## src/rtl/ibrl_pkg.sv

```systemverilog
// constants, codes and types of the instrument bus remote/local message handler
// Contract
// enter remote when remote enable is true and the device becomes addressed listener
// drive a remote indicator output while in remote state
// in remote, block every front-panel key except return-to-local
// entering remote keeps settings, restores last trigger setup programmed in remote
// leave remote on go-to-local, return-to-local key, or remote enable false
// back in local keep settings but force full settle with repeat retrigger
// while lockout is set ignore the return-to-local key
// lockout command sets lockout flag; only controller or power cycle clears it
// remote enable false returns to local and clears lockout
// assert service request while any enabled status byte bit is true
// after serial poll enable and talk addressing, return one 8-bit status byte
// status byte bit 6 is one when the device has been requesting service
// parallel poll configure, enable, disable, unconfigure and identify are ignored
// device clear flushes input and output, aborts commands, enters complete idle
// device clear keeps settings and status bits; only message-available clears
// universal clear and selected clear as listener act the same
// trigger command starts a measurement only in remote and addressed to listen
// bus group trigger and common trigger command are equivalent sources
// take control while addressed to talk makes the device active controller
// interface clear drops talker and listener addressing at once
// status, messages and valid results are readable; dashed results never sent
// go-to-local under lockout restores the panel but keeps the lockout flag
// bus primary address is configurable from 0 to 30, held across power cycles
// reset starts in local, lockout clear, unaddressed, service request off
package ibrl_pkg;
  // universal and addressed commands, compared on the low seven bits
  localparam logic [7:0] CMD_GTL = 8'h01;
  localparam logic [7:0] CMD_SDC = 8'h04;
  localparam logic [7:0] CMD_PPC = 8'h05;
  localparam logic [7:0] CMD_GET = 8'h08;
  localparam logic [7:0] CMD_TCT = 8'h09;
  localparam logic [7:0] CMD_LLO = 8'h11;
  localparam logic [7:0] CMD_DCL = 8'h14;
  localparam logic [7:0] CMD_PPU = 8'h15;
  localparam logic [7:0] CMD_SPE = 8'h18;
  localparam logic [7:0] CMD_SPD = 8'h19;
  localparam logic [7:0] CMD_UNL = 8'h3f;
  localparam logic [7:0] LISTEN_BASE = 8'h20;
  localparam logic [7:0] TALK_BASE = 8'h40;
  localparam logic [1:0] TALK_GROUP = 2'h2;
  // address 31 is the unlisten/untalk code, so it never matches
  localparam logic [4:0] ADDR_NONE = 5'h1f;
  // trigger setup: bit0 fast settle, bit1 single retrigger
  localparam logic [1:0] TRIG_FULL_REPEAT = 2'h0;
  localparam logic [7:0] RQS_MASK = 8'hbf;
  localparam logic [7:0] RQS_BIT = 8'h40;
  localparam logic RESET_OPC_IDLE = 1'b1;
  typedef enum logic [0:0] {
    IBRL_LOCAL = 1'b0,
    IBRL_REMOTE = 1'b1
  } ibrl_rl_t;
endpackage

```

## src/rtl/ibrl_fifo.sv

```systemverilog
// small flip-flop buffer with valid/ready on both sides and a flush
`timescale 1ns/10ps
module ibrl_fifo #(
  parameter int WIDTH = 8,
  parameter int DEPTH = 2
) (
  input wire logic clk,
  input wire logic rst_n,
  input wire logic flush,
  input wire logic in_valid,
  output logic in_ready,
  input wire logic [WIDTH-1:0] in_data,
  output logic out_valid,
  input wire logic out_ready,
  output logic [WIDTH-1:0] out_data
);
  localparam int PW = (DEPTH > 1) ? $clog2(DEPTH) : 1;
  localparam int CW = $clog2(DEPTH + 1);
  localparam logic [PW-1:0] LAST = PW'(DEPTH - 1);
  localparam logic [CW-1:0] FULL = CW'(DEPTH);

  logic [WIDTH-1:0] mem [DEPTH];
  logic [PW-1:0] wr_ptr;
  logic [PW-1:0] rd_ptr;
  logic [CW-1:0] count;

  wire push = in_valid & in_ready;
  wire pop = out_valid & out_ready;
  assign in_ready = (count != FULL) & ~flush;
  assign out_valid = (count != '0);
  assign out_data = mem[rd_ptr];

  always_ff @(posedge clk) begin
    if (push) begin
      mem[wr_ptr] <= in_data;
    end
  end

  always_ff @(posedge clk or negedge rst_n) begin
    if (!rst_n) begin
      wr_ptr <= '0;
      rd_ptr <= '0;
      count <= '0;
    end else if (flush) begin
      wr_ptr <= '0;
      rd_ptr <= '0;
      count <= '0;
    end else begin
      if (push) begin
        wr_ptr <= (wr_ptr == LAST) ? '0 : wr_ptr + 1'b1;
      end
      if (pop) begin
        rd_ptr <= (rd_ptr == LAST) ? '0 : rd_ptr + 1'b1;
      end
      if (push && !pop) begin
        count <= count + 1'b1;
      end else if (pop && !push) begin
        count <= count - 1'b1;
      end
    end
  end
endmodule // ibrl_fifo

```

## src/rtl/ibrl_msg_handler.sv

```systemverilog
// remote/local, addressing, service request, poll, clear and trigger handling
`timescale 1ns/10ps
module ibrl_msg_handler #(
  parameter int BUF_DEPTH = 2
) (
  input wire logic ref_clk,
  input wire logic nrst,
  input wire logic [4:0] my_addr,
  input wire logic ren,
  input wire logic atn,
  input wire logic ifc,
  input wire logic [7:0] rx_byte,
  input wire logic rx_valid,
  output logic rx_ready,
  output logic [7:0] par_byte,
  output logic par_valid,
  input wire logic par_ready,
  input wire logic [7:0] resp_byte,
  input wire logic resp_valid,
  input wire logic resp_dashed,
  output logic resp_ready,
  output logic [7:0] tx_byte,
  output logic tx_valid,
  input wire logic tx_ready,
  input wire logic [7:0] status,
  input wire logic [7:0] sre,
  input wire logic key_valid,
  input wire logic key_is_local,
  output logic key_pass,
  input wire logic trig_wr,
  input wire logic [1:0] trig_in,
  input wire logic trg_cmd,
  output logic [1:0] trig_cfg,
  output logic meas_start,
  output logic dev_clear,
  output logic opc_idle,
  output logic remote_ind,
  output logic lockout,
  output logic listen_ind,
  output logic talk_ind,
  output logic srq,
  output logic ctrl_active
);
  ////////////////////////////////////////////////////////////////////////////////
  logic rst_meta;
  logic rst_n;

  always_ff @(posedge ref_clk or negedge nrst) begin
    if (!nrst) begin
      rst_meta <= 1'b0;
      rst_n <= 1'b0;
    end else begin
      rst_meta <= 1'b1;
      rst_n <= rst_meta;
    end
  end

  ////////////////////////////////////////////////////////////////////////////////
  // parity bit 7 is ignored on every command
  function automatic logic cmd_hit(input logic [7:0] b, input logic [7:0] code);
    return b[6:0] == code[6:0];
  endfunction

  ibrl_pkg::ibrl_rl_t rl;
  ibrl_pkg::ibrl_rl_t next_rl;
  logic listen;
  logic talk;
  logic spoll;
  logic ren_q;
  logic rqs;
  logic tx_poll;
  logic [1:0] trig_saved;
  logic buf_in_ready;

  wire addr_ok = (my_addr != ibrl_pkg::ADDR_NONE);
  wire [7:0] my_listen = ibrl_pkg::LISTEN_BASE | {3'h0, my_addr};
  wire [7:0] my_talk = ibrl_pkg::TALK_BASE | {3'h0, my_addr};
  wire cmd_take = rx_valid & atn;
  wire mla_ev = cmd_take & addr_ok & cmd_hit(rx_byte, my_listen);
  wire mta_ev = cmd_take & addr_ok & cmd_hit(rx_byte, my_talk);
  wire unl_ev = cmd_take & cmd_hit(rx_byte, ibrl_pkg::CMD_UNL);
  // any talk address, untalk included, that is not ours removes our talker role
  wire ota_ev = cmd_take & (rx_byte[6:5] == ibrl_pkg::TALK_GROUP) & ~mta_ev;
  wire gtl_ev = cmd_take & cmd_hit(rx_byte, ibrl_pkg::CMD_GTL) & listen;
  wire sdc_ev = cmd_take & cmd_hit(rx_byte, ibrl_pkg::CMD_SDC);
  wire dcl_ev = cmd_take & cmd_hit(rx_byte, ibrl_pkg::CMD_DCL);
  wire get_ev = cmd_take & cmd_hit(rx_byte, ibrl_pkg::CMD_GET);
  wire tct_ev = cmd_take & cmd_hit(rx_byte, ibrl_pkg::CMD_TCT);
  wire llo_ev = cmd_take & cmd_hit(rx_byte, ibrl_pkg::CMD_LLO);
  wire spe_ev = cmd_take & cmd_hit(rx_byte, ibrl_pkg::CMD_SPE);
  wire spd_ev = cmd_take & cmd_hit(rx_byte, ibrl_pkg::CMD_SPD);
  // parallel poll codes decode to nothing: no state, no output
  wire pp_ev = cmd_take & (cmd_hit(rx_byte, ibrl_pkg::CMD_PPC) |
                           cmd_hit(rx_byte, ibrl_pkg::CMD_PPU));

  wire clear_ev = dcl_ev | (sdc_ev & listen);
  wire is_remote = (rl == ibrl_pkg::IBRL_REMOTE);
  wire local_key = key_valid & key_is_local & is_remote & ~lockout;
  wire ren_rise = ren & ~ren_q;
  wire remote_req = ren & (mla_ev | (ren_rise & listen));

  ////////////////////////////////////////////////////////////////////////////////
  // remote enable false has top priority, then the two local requests
  always_comb begin
    next_rl = rl;
    if (!ren) begin
      next_rl = ibrl_pkg::IBRL_LOCAL;
    end else if (gtl_ev || local_key) begin
      next_rl = ibrl_pkg::IBRL_LOCAL;
    end else if (remote_req) begin
      next_rl = ibrl_pkg::IBRL_REMOTE;
    end
  end

  // go-to-local never touches lockout; only remote enable false or reset clears it
  wire next_lockout = ren & (lockout | llo_ev);
  wire next_listen = ~ifc & ~unl_ev & (listen | mla_ev);
  wire next_talk = ~ifc & ~ota_ev & (talk | mta_ev);
  wire next_spoll = ~ifc & ~spd_ev & (spoll | spe_ev);
  wire next_ctrl = ~ifc & (ctrl_active | (tct_ev & talk));
  wire [1:0] next_saved = (is_remote & trig_wr) ? trig_in : trig_saved;
  wire [1:0] next_trig = (next_rl == ibrl_pkg::IBRL_REMOTE) ? next_saved :
                         ibrl_pkg::TRIG_FULL_REPEAT;

  always_ff @(posedge ref_clk or negedge rst_n) begin
    if (!rst_n) begin
      rl <= ibrl_pkg::IBRL_LOCAL;
      lockout <= 1'b0;
      listen <= 1'b0;
      talk <= 1'b0;
      spoll <= 1'b0;
      ctrl_active <= 1'b0;
      ren_q <= 1'b0;
      trig_saved <= ibrl_pkg::TRIG_FULL_REPEAT;
      trig_cfg <= ibrl_pkg::TRIG_FULL_REPEAT;
    end else begin
      rl <= next_rl;
      lockout <= next_lockout;
      listen <= next_listen;
      talk <= next_talk;
      spoll <= next_spoll;
      ctrl_active <= next_ctrl;
      ren_q <= ren;
      trig_saved <= next_saved;
      trig_cfg <= next_trig;
    end
  end

  assign remote_ind = is_remote;
  assign listen_ind = listen;
  assign talk_ind = talk;

  ////////////////////////////////////////////////////////////////////////////////
  // front panel, trigger and clear strobes
  always_ff @(posedge ref_clk or negedge rst_n) begin
    if (!rst_n) begin
      key_pass <= 1'b0;
      meas_start <= 1'b0;
      dev_clear <= 1'b0;
      opc_idle <= ibrl_pkg::RESET_OPC_IDLE;
    end else begin
      key_pass <= key_valid & ~is_remote;
      meas_start <= (get_ev | trg_cmd) & listen & is_remote;
      // the instrument drops its message-available bit on this pulse; settings stay
      dev_clear <= clear_ev;
      if (clear_ev) begin
        opc_idle <= 1'b1;
      end else if (rx_valid && !atn && listen) begin
        opc_idle <= 1'b0;
      end
    end
  end

  ////////////////////////////////////////////////////////////////////////////////
  // listener data path; a full buffer holds the acceptor off instead of losing bytes
  ibrl_fifo #(
    .WIDTH(8),
    .DEPTH(BUF_DEPTH)
  ) u_rx_buf (
    .clk(ref_clk),
    .rst_n(rst_n),
    .flush(clear_ev),
    .in_valid(rx_valid & ~atn & listen),
    .in_ready(buf_in_ready),
    .in_data(rx_byte),
    .out_valid(par_valid),
    .out_ready(par_ready),
    .out_data(par_byte)
  );

  // bytes not meant for us are taken and dropped
  assign rx_ready = atn | ~listen | buf_in_ready;

  ////////////////////////////////////////////////////////////////////////////////
  // service request and talker path
  wire need = |(status & sre & ibrl_pkg::RQS_MASK);
  wire [7:0] stb = (status & ibrl_pkg::RQS_MASK) | (rqs ? ibrl_pkg::RQS_BIT : 8'h00);
  wire poll_mode = spoll & talk & ~atn;
  wire tx_taken = tx_valid & tx_ready;
  wire tx_free = ~tx_valid | tx_taken;
  wire poll_taken = tx_taken & tx_poll;
  // one idle cycle between status bytes so a cleared request bit is seen
  wire poll_load = poll_mode & ~tx_valid;
  wire tx_drop = clear_ev | ifc | (tx_valid & tx_poll & ~poll_mode & ~tx_taken);
  wire resp_fwd = tx_free & talk & ~atn & ~spoll & ~tx_drop;
  assign resp_ready = resp_dashed | resp_fwd;
  wire resp_load = resp_valid & ~resp_dashed & resp_fwd;

  always_ff @(posedge ref_clk or negedge rst_n) begin
    if (!rst_n) begin
      srq <= 1'b0;
      rqs <= 1'b0;
    end else begin
      srq <= need;
      rqs <= srq | (rqs & ~poll_taken);
    end
  end

  always_ff @(posedge ref_clk or negedge rst_n) begin
    if (!rst_n) begin
      tx_byte <= 8'h00;
      tx_valid <= 1'b0;
      tx_poll <= 1'b0;
    end else if (tx_drop) begin
      tx_valid <= 1'b0;
    end else if (poll_load) begin
      tx_byte <= stb;
      tx_valid <= 1'b1;
      tx_poll <= 1'b1;
    end else if (resp_load) begin
      tx_byte <= resp_byte;
      tx_valid <= 1'b1;
      tx_poll <= 1'b0;
    end else if (tx_taken) begin
      tx_valid <= 1'b0;
    end
  end
endmodule // ibrl_msg_handler

```

## config.mk

```make
export PLATFORM = sky130hd
export DESIGN_NAME = ibrl_msg_handler
export DESIGN_NICKNAME = d
export VERILOG_FILES = /design/src/rtl/ibrl_pkg.sv /design/src/rtl/ibrl_fifo.sv /design/src/rtl/ibrl_msg_handler.sv
export SDC_FILE = /design/constraint.sdc
export NUM_CORES = 1
export LEC_CHECK = 0
export ABC_AREA = 1
export BUFFER_PORTS_ARGS = -buffer_cell sky130_fd_sc_hd__buf_2
export CAP_MARGIN = 20
export CORE_AREA = 2 2 73 75
export DETAILED_ROUTE_END_ITERATION = 6
export DIE_AREA = 0 0 75 77
export HOLD_SLACK_MARGIN = 0.05
export PLACE_DENSITY_LB_ADDON = 0.25
export SETUP_SLACK_MARGIN = 0.4
export SYNTH_ARGS = -nofsm -noshare
export SYNTH_HDL_FRONTEND = slang
export SYNTH_HIERARCHICAL = 1
export SYNTH_SLANG_ARGS = --single-unit
```

## constraint.sdc

```tcl
create_clock -name ref_clk -period 1.2 [get_ports ref_clk]
set_input_delay 0.12 -clock ref_clk [delete_from_list [all_inputs] [get_ports ref_clk]]
set_output_delay 0.12 -clock ref_clk [all_outputs]
set_load 0.05 [all_outputs]
```

[Word-level counts from Yosys, hierarchy flattened]
Memory sizes are Yosys's and may differ from the RTL's.
Cells that the tools add are included.
Word-level totals
  input port bits: 53
  flip-flop bits (word level): 33
  memories: 1
  output and inout bits: 32
  RAM bits: 16
Memory list
  u_rx_buf.mem: depth 2, width 8, read ports 1, clocked after memory_dff 0, wr ports 1, RTL line ibrl_fifo.sv:22  | logic [WIDTH-1:0] mem [DEPTH];
Cells by class
  mux-type cells: 27
  $add $sub $neg: 4
  reduce and logical (&&, ||, !) cells: 17
  equality and inequality tests: 14
  bitwise gates (word level): 91
Operators with widths (count)
  $and 1x1->1: 56
  $eq 7x5->1 const B: 4
  $mux 1: 19
  $not 1->1: 18
  $mux 8: 2
  $or 1x1->1: 15
  $eq 7x4->1 const B: 2
  $mux 2: 5
  $reduce_bool 2->1: 5
  $and 8x8->8: 1
  $or 8x7->8: 1
  $eq 7x1->1 const B: 1
  $eq 7x3->1 const B: 1
  $eq 7x6->1: 1
  $eq 7x6->1 const B: 1
  $eq 7x7->1: 1
  $mux 7: 1
  $reduce_or 7->1: 1
  $ne 5x5->1 const B: 1
  $logic_and 1x1->1: 4
  $reduce_bool 4->1: 1
  $logic_not 1->1: 3
  $reduce_bool 3->1: 1
  $add 1x1->1 const B: 2
  other kinds (6): 6

[Longest topological paths before layout]
Gate-level depths: netlist of the first run.
  word-level depth: 12
  depth in mapped cells: 13

[Cells and area by module]
Netlist of the first run, hierarchy kept.
By module, submodules not included
  ibrl_msg_handler: area an instance 1541.5 µm², cells each 202, times used 1
  ibrl_fifo: area an instance 839.6 µm², cells each 81, times used 1

[Worst setup path before layout of the first run]
No wires, ideal clock.
  path type: reg-to-reg
  start point: register listen, in the netlist listen_ind
  end point: memory u_rx_buf.mem[1][0] (enable)
  slack: -0.866 ns
  path buffers: 0
  arrival time: 1.696 ns
  cell stages (with the launch flop): 10
  cell sequence: dfrtp_1 inv_2 nor2_1 nand2_1 nand2_1 nand2_2 inv_1 inv_1 nand3_2 nor2_1
Between the ends
  cells in the longest elaborated chain, start to end: 7
Ends and longest elaborated chain
  start, declared: RTL line ibrl_msg_handler.sv:66  | logic listen;
  start signal, assigned: RTL line ibrl_msg_handler.sv:139  | listen <= next_listen;
  $and 1x1->1: RTL line ibrl_msg_handler.sv:96  | wire clear_ev = dcl_ev | (sdc_ev & listen);
  $or 1x1->1: RTL line ibrl_msg_handler.sv:96
  via clear_ev: RTL line ibrl_msg_handler.sv:96
  $not 1->1: RTL line ibrl_fifo.sv:29  | assign in_ready = (count != FULL) & ~flush;
  $and 1x1->1: RTL line ibrl_fifo.sv:29
  $and 1x1->1: RTL line ibrl_fifo.sv:27  | wire push = in_valid & in_ready;
  $mux 1: RTL line ibrl_fifo.sv:34  | if (push) begin
  $mux 1 (implied by the code): RTL line ibrl_fifo.sv:35  | mem[wr_ptr] <= in_data;
  end, declared: RTL line ibrl_fifo.sv:22
The timed path passes the listed nets, and every way through them passes these cells.

[Worst setup path in the final report of the first run]
  start point: register spoll
  end point: output port resp_ready
Between the ends
  cells in the longest elaborated chain, start to end: 9
Ends and longest elaborated chain
  start, declared: RTL line ibrl_msg_handler.sv:68  | logic spoll;
  start signal, assigned: RTL line ibrl_msg_handler.sv:141  | spoll <= next_spoll;
  $and 1x1->1 (2 in series): RTL line ibrl_msg_handler.sv:198  | wire poll_mode = spoll & talk & ~atn;
  $not 1->1: RTL line ibrl_msg_handler.sv:204  | wire tx_drop = clear_ev | ifc | (tx_valid & tx_poll & ~poll_mode & ~tx_taken);
  $and 1x1->1 (2 in series): RTL line ibrl_msg_handler.sv:204
  $or 1x1->1: RTL line ibrl_msg_handler.sv:204
  $not 1->1 (no line)
  $and 1x1->1 (*): RTL line ibrl_msg_handler.sv:205  | wire resp_fwd = tx_free & talk & ~atn & ~spoll & ~tx_drop;
  $or 1x1->1 (*): RTL line ibrl_msg_handler.sv:206  | assign resp_ready = resp_dashed | resp_fwd;
  end, declared: RTL line ibrl_msg_handler.sv:21  | output logic resp_ready,
Mark *: on every way between the ends. The rest lies on a longest branch, timed or not.

==> reports/results.tsv, run 1 <==
stage	metric	value	unit
outcome	outcome	finished with violations	
synth	Post-synth top flop	dfrtp_1	
worst_hold_path	Hold Crit Start	sre[2]	
worst_hold_path	Hold Path Class	in -> reg	
placement	Placer Congestion	0.883	
floorplan	total core area	0.00498	mm²
timing	final hold vios	0	
synth	Synth Area in Compound Gates	0.0536	
critical_path	crit-path max cell delay	0.42	ns
floorplan	Die ar.	0.00578	mm²
floorplan	Die Height	77	µm
outcome	violated checks	setup timing	
route	DRT iter0 DRCs	276	
synth	syn_nets	336	
critical_path	CP required	1.08	ns
route	Vias/cell	5.71	
critical_path	cell mode on critical path	nor2_2	
final_layout	Final nets	501	
worst_hold_path	Worst Hold Depth	3	
floorplan	Die W	75	µm
final_layout	Finished Layout Cells	519	
timing	Max Fclk	571	MHz
route	drt wl/cell	20.5	µm
final_layout	Antenna Cells	0	
timing	Max Clock Skew	0.0135	ns
critical_path	R2R Path End	tx_byte[2]	
timing	post-route minimum period	1.75	ns
synth	Post-Synth Simple-Gate Area	0.320	
critical_path	CP Launch Type	flop	
worst_hold_path	Worst Hold End	srq	
critical_path	CP Max Fanout	3	
clock_tree	clock buffer depth	2	
final_layout	Post-Route Utilization	0.931	
synth	Synth Instances	283	
synth	Post-Synth XOR/XNOR Area	0.0184	
critical_path	CP Buf/Inv Count	2	
clock_tree	clock latency on the worst-skew pair	0.31	ns
grt	vias in the first global route	2758	
synth	ys async rst share	0.673	
timing	Setup TNS	-17.41	ns
critical_path	setup slack, reg-to-reg	-0.54	ns
clock_tree	H-tree Lvls	2	
clock_tree	clock sink count	49	
timing	Final setup viols	47	
critical_path	Setup Crit Path Kind	reg -> out	
critical_path	CP Cell Sequence	nand2_1 -> nor2_2 -> nor2_1 -> nor2_2 -> nand2_4 -> inv_2 -> a21o_4 -> buf_8	
synth	flops & latches, synth	49	
critical_path	r2r worst-path depth	9	
synth	Synth Area in Adders	0	
critical_path	Worst R2R Start	spoll	
floorplan	IO Pins	85	
timing	hold_ws	0.0692	ns
grt	first-pass GRT wire length	12800	µm
clock_tree	Clock transition at path regs	0.08	ns
critical_path	family with the most delay on the worst path	simple AND/OR/NAND/NOR gates	
final_layout	most frequent cells in the layout	nand2_1 (59), buf_2 (49), buf_4 (47)	
route	DR pass1 iterations	5	
route	antenna viol nets, final	0	
timing	unrepaired setup endpoints after global routing	yes	
grt	GRT Total Usage	0.295	
power_and_ir_drop	maximum vdd drop	1.06	mV
route	DRC	0	
grt	largest net degree at the start of global routing	16	
timing	Slew Viols, Final	0	
critical_path	CP endpoint kind	output port	
power_and_ir_drop	Leak Pwr	2.17	nW
grt	initial antenna violation count	0	
placement	placed cells	473	
timing	fin crit share	1.46	
job	MaxCap Viol Count	0	
power_and_ir_drop	Power per Cell Area	1360	mW/mm²
critical_path	worst endpoint data arrival time	1.63	ns
critical_path	Crit. path cell count	8	
synth	largest family of logic cells by synthesized area	simple AND/OR/NAND/NOR gates	
synth	syn avg cell area	8.41	µm²
grt	grt ovf	0	
floorplan	Initial Utilization	0.478	
final_layout	Area Overhead vs Synth	94.6	%
final_layout	commonest non-fill, non-tap cell in the layout	nand2_1	
placement	pre-CTS WS	-0.317	ns
timing	PnR worst setup slack	-0.552	ns
synth	Syn. warnings	6	
critical_path	slowest stage cell, crit path	dfrtp_1	
synth	Post-synth EDFFs	16	
synth	Mapped Area	0.00238	mm²
critical_path	CP Launch Point	spoll	
clock_tree	CTS root buffer	clkbuf_8	
placement	post-DP HPWL	4640	µm
synth	Yosys cell types	35	
route	DRT Wirelength	10700	µm
clock_tree	CTS Buf Count	5	
synth	multiplexer share of the synthesized area	0	
placement	Port Buffers	82	
synth	sequential area share after synthesis	0.549	
floorplan	Core Rows	26	
final_layout	layout cells sized above 1	0.610	
clock_tree	CTS tree	built	
route	vias	2961	
-- worst register-to-register path: stages (launching register included) --
cell	delay [ns]
dfrtp_1	0.42
nand2_1	0.09
nor2_2	0.13
nor2_1	0.07
nor2_2	0.22
nand4_1	0.27
buf_4	0.24
nand2_8	0.11
nand2_2	0.06
nand2_1	0.09
-- cell type report --
type / instances / area (µm²)
Clock buffer: 7 / 97.6
Clock inverter: 1 / 5.00
Fill cell: 166 / 343
Inverter: 27 / 140
Multi-Input combinational cell: 205 / 1580
Sequential cell: 49 / 1320
Tap cell: 70 / 87.6
Timing Repair Buffer: 159 / 1390
Timing Repair inverter: 1 / 16.3
-- through the flow --
step	power (W)	area [µm²]
after floorplan	0.00348	2740
after global placement	0.00395	3520
after detailed placement	0.00400	3520
after CTS	0.00594	4390
after global routing	0.00651	4630
final	0.00630	4630
-- cell families after synthesis --
logic type	after synthesis
and+or+nand+nor	177
AOI/OAI and AO/OA	21
buffers and inverters	30
xor gates and xnor gates	5
DFF	49
other	1
-- synth_stat cells (2+ instances only) --
cell	number	share of area
nand2_1	106	0.17
nand2_2	4	0.011
dfrtp_1	32	0.34
nor2_1	31	0.049
edfxtp_1	16	0.20
o21ai_1	2	0.0042
nand3b_1	2	0.0063
o21ai_0	6	0.013
inv_1	22	0.035
nor2_2	3	0.0079
buf_6	2	0.0095
nor3_1	2	0.0042
a21oi_1	5	0.011
nand3_1	18	0.038
nand3_2	3	0.013
nand4_1	4	0.011
inv_2	3	0.0047
xnor2_1	5	0.018
-- flip-flops by register name, summed over array words and instances (netlist names), 2 cells and up --
signal and count:
u_rx_buf/mem 16, tx_byte 8, trig_cfg 2, trig_saved 2, u_rx_buf/count 2
-- what timing repair did --
| action | CTS | global route |
|---|---|---|
| gates resized for setup | 141 | 43 |
| endpoints found under the hold margin | 11 | 1 |
| hold buffers | 7 | 1 |
| endpoints found under the setup margin | 72 | 75 |
| gates cloned | 3 | 0 |
| pin swaps | 24 | 17 |
| buffers inserted | 17 | 10 |
-- report_power, final --
| part | internal [W] | switching (W) | leakage, nW |
|---|---|---|---|
| Combinational | 0.00136 | 0.00191 | 1.57 |
| Clock | 0.000536 | 0.000554 | 0.0534 |
| Sequential | 0.00182 | 0.000126 | 0.554 |
-- worst max-delay path by stage --
stage                              end  slack [ns]
global route                resp_ready       -0.58
finish                      resp_ready       -0.55
floorplan           u_rx_buf/mem[0][0]       -0.44
CTS                         resp_ready       -0.51
global placement    u_rx_buf/mem[0][1]       -0.24
detailed placement  u_rx_buf/mem[1][1]       -0.32
-- layer usage --
layer | global-route usage | share of wire | vias to the layer above | wire [µm]
met1 | 0.303 | 0.33 | 1423 | 3490
met2 | 0.551 | 0.53 | 231 | 5680
met5 | 0 | 0 | - | 0
met3 | 0.0552 | 0.066 | 75 | 706
li1 | - | - | 1232 | -
met4 | 0.134 | 0.073 | 0 | 782
Power figures use the tool's default switching activity.
==> run 2: changes to the inputs <==
--- a/config.mk
+++ b/config.mk
@@ -8,9 +8,9 @@
 export ABC_AREA = 1
 export BUFFER_PORTS_ARGS = -buffer_cell sky130_fd_sc_hd__buf_2
 export CAP_MARGIN = 20
-export CORE_AREA = 2 2 73 75
+export CORE_AREA = 2 2 86 88
 export DETAILED_ROUTE_END_ITERATION = 6
-export DIE_AREA = 0 0 75 77
+export DIE_AREA = 0 0 88 90
 export HOLD_SLACK_MARGIN = 0.05
 export PLACE_DENSITY_LB_ADDON = 0.25
 export SETUP_SLACK_MARGIN = 0.4
==> reports/results.tsv, run 2 (synthesized netlist as in run 1, its figures left out) <==
stage	metric	value	unit	change
timing	hold_ws	0.0529	ns	-0.0162 ns
critical_path	CP Max Fanout	3		unchanged
placement	Port Buffers	82		unchanged
outcome	violated checks	setup timing		
power_and_ir_drop	Power per Cell Area	1350	mW/mm²	-0.88%
worst_hold_path	Hold Crit Start	sre[4]		
outcome	outcome	finished with violations		
final_layout	Area Overhead vs Synth	94.5	%	about the same
route	Vias/cell	4.56		-20%
placement	placed cells	503		+6.3%
critical_path	CP endpoint kind	output port		
final_layout	Post-Route Utilization	0.660		-0.272
grt	first-pass GRT wire length	11400	µm	-12%
job	MaxCap Viol Count	0		unchanged
clock_tree	clock buffer depth	2		unchanged
route	DR pass1 iterations	4		-1
worst_hold_path	Hold Path Class	in -> reg		
critical_path	Worst R2R Start	listen_ind		
grt	initial antenna violation count	0		unchanged
power_and_ir_drop	maximum vdd drop	0.758	mV	-29%
grt	vias in the first global route	2527		-8.4%
final_layout	layout cells sized above 1	0.579		-0.0315
final_layout	Antenna Cells	0		unchanged
critical_path	CP Launch Type	flop		
route	DRT iter0 DRCs	103		-63%
final_layout	Finished Layout Cells	550		+6.0%
final_layout	commonest non-fill, non-tap cell in the layout	nand2_1		
clock_tree	H-tree Lvls	2		unchanged
placement	post-DP HPWL	4770	µm	+2.7%
timing	Final setup viols	43		-8.5%
final_layout	Biggest register	u_rx_buf/mem		
clock_tree	clock sink count	49		unchanged
timing	Max Fclk	600	MHz	+5.0%
timing	post-route minimum period	1.67	ns	-0.0836 ns
power_and_ir_drop	Leak Pwr	2.17	nW	about the same
critical_path	r2r worst-path depth	10		+1
clock_tree	CTS root buffer	clkbuf_8		
power_and_ir_drop	internal power	0.00386	W	+4.1%
placement	Placer Congestion	0.933		+5.7%
worst_hold_path	Worst Hold Depth	3		unchanged
floorplan	Initial Utilization	0.339		-0.139
timing	Max Clock Skew	0.00612	ns	-0.00739 ns
power_and_ir_drop	clock network fraction of design power	0.200		+0.027
critical_path	worst endpoint data arrival time	1.55	ns	-0.08 ns
clock_tree	CTS Buf Count	5		unchanged
final_layout	max FFs per register	16		unchanged
critical_path	CP Launch Point	listen_ind		
critical_path	CP required	1.08	ns	about the same
timing	unrepaired setup endpoints after global routing	yes		
floorplan	Die W	88	µm	+17%
clock_tree	Clock transition at path regs	0.09	ns	about the same
floorplan	Die Height	90	µm	+17%
critical_path	Setup Crit Path Kind	reg -> out		
floorplan	IO Pins	85		unchanged
grt	largest net degree at the start of global routing	21		+5
timing	fin crit share	1.39		-0.0697
power_and_ir_drop	Psw	0.00237	W	-8.3%
route	drt wl/cell	12.7	µm	-38%
grt	grt ovf	0		unchanged
route	DRC	0		unchanged
timing	final hold vios	0		unchanged
grt	GRT Total Usage	0.179		-0.116
power_and_ir_drop	Sw Ratio	0.381		-0.0303
timing	PnR worst setup slack	-0.468	ns	+0.0836 ns
placement	pre-CTS WS	-0.330	ns	-0.0134 ns
floorplan	Die ar.	0.00792	mm²	+37%
floorplan	total core area	0.00702	mm²	+41%
final_layout	largest registers	u_rx_buf/mem (16), tx_byte (8)		
clock_tree	CTS tree	built		
power_and_ir_drop	Gate power share	0.492		-0.027
power_and_ir_drop	Tot Pwr	0.00624	W	-0.97%
route	vias	2509		-15%
timing	Slew Viols, Final	0		unchanged
floorplan	Core Rows	31		+19%
route	antenna viol nets, final	0		unchanged
final_layout	Final nets	503		+0.40%
final_layout	most frequent cells in the layout	nand2_1 (72), buf_2 (49), buf_4 (48)		
clock_tree	clock latency on the worst-skew pair	0.31	ns	about the same
route	DRT Wirelength	6990	µm	-34%
power_and_ir_drop	Sequential Power Share	0.308		about the same
[run 2: changes by cell type in the layout (fill, tap and decap cells not counted), sizes merged]
cell | before | now
buf | 151 | 153
dlygate4sd3 | 8 | 9
nand2 | 112 | 111
inv | 26 | 27
clkinv | 3 | 2
[run 2: final cells by class]
class | instances | area (µm²)
clock buffer | 7 | 119
clock inverter | 1 | 8.76
fill | 567 | 2390
inverter | 27 | 140
multi-input combinational | 204 | 1470
sequential | 49 | 1320
tap | 99 | 124
timing repair buffer | 162 | 1430
timing repair inverter | 1 | 16.3
[run 2: critical path, cell delays in order (launching register included)]
cell and delay, ns:
dfrtp_2 0.42, inv_2 0.06, nor2_1 0.04, nand2_1 0.07, nand2_1 0.06, nand2_2 0.09, inv_2 0.06, a21oi_2 0.11
nand3b_1 0.16, buf_6 0.17
[run 2: timing repair]
action                     4_1_cts  5_1_grt
buffers inserted                21        7
setup endpoints to repair       71       78
gates cloned                     2        0
pin swaps                       18       23
hold endpoints to repair        12        1
hold buffers                     8        1
resized for setup              116       39
[run 2: routing by layer]
layer | share of wire | vias to the layer above | wire length, µm | GRT usage
met4 | 0.013 | 0 | 91 | 0.0346
met3 | 0.060 | 14 | 422 | 0.0386
met2 | 0.53 | 98 | 3740 | 0.323
met5 | 0 | - | 0 | 0
met1 | 0.39 | 1152 | 2740 | 0.216
li1 | - | 1245 | - | -
[run 2: power by group through the flow]
stage          Sequential (W)  Clock [W]  Combinational, W
4_1_cts               0.00191    0.00127           0.00297
3_3_place_gp          0.00193          0           0.00206
3_5_place_dp          0.00193          0           0.00208
6_report              0.00192    0.00125           0.00307
5_1_grt               0.00194    0.00134           0.00324
2_1_floorplan         0.00197          0           0.00151
[run 2: final timing paths]
path / slack, ns / end
worst max-delay path: -0.47 / rx_ready
worst min-delay path: 0.05 / srq
worst max register to register: -0.45 / u_rx_buf/mem[0][7]
worst min register to register: 0.21 / rqs
max in group asynchronous: 0.58 / ctrl_active
min in group asynchronous: 0.12 / rst_n
[run 2: per-stage QoR]
| stage | TNS (ns) | instance area [µm²] |
|---|---|---|
| detailed placement | -8.78 | 3580 |
| global placement | -7.80 | 3580 |
| CTS | -13.12 | 4420 |
| finish | -14.71 | 4630 |
| global route | -19.62 | 4630 |
| floorplan | -10.80 | 2740 |
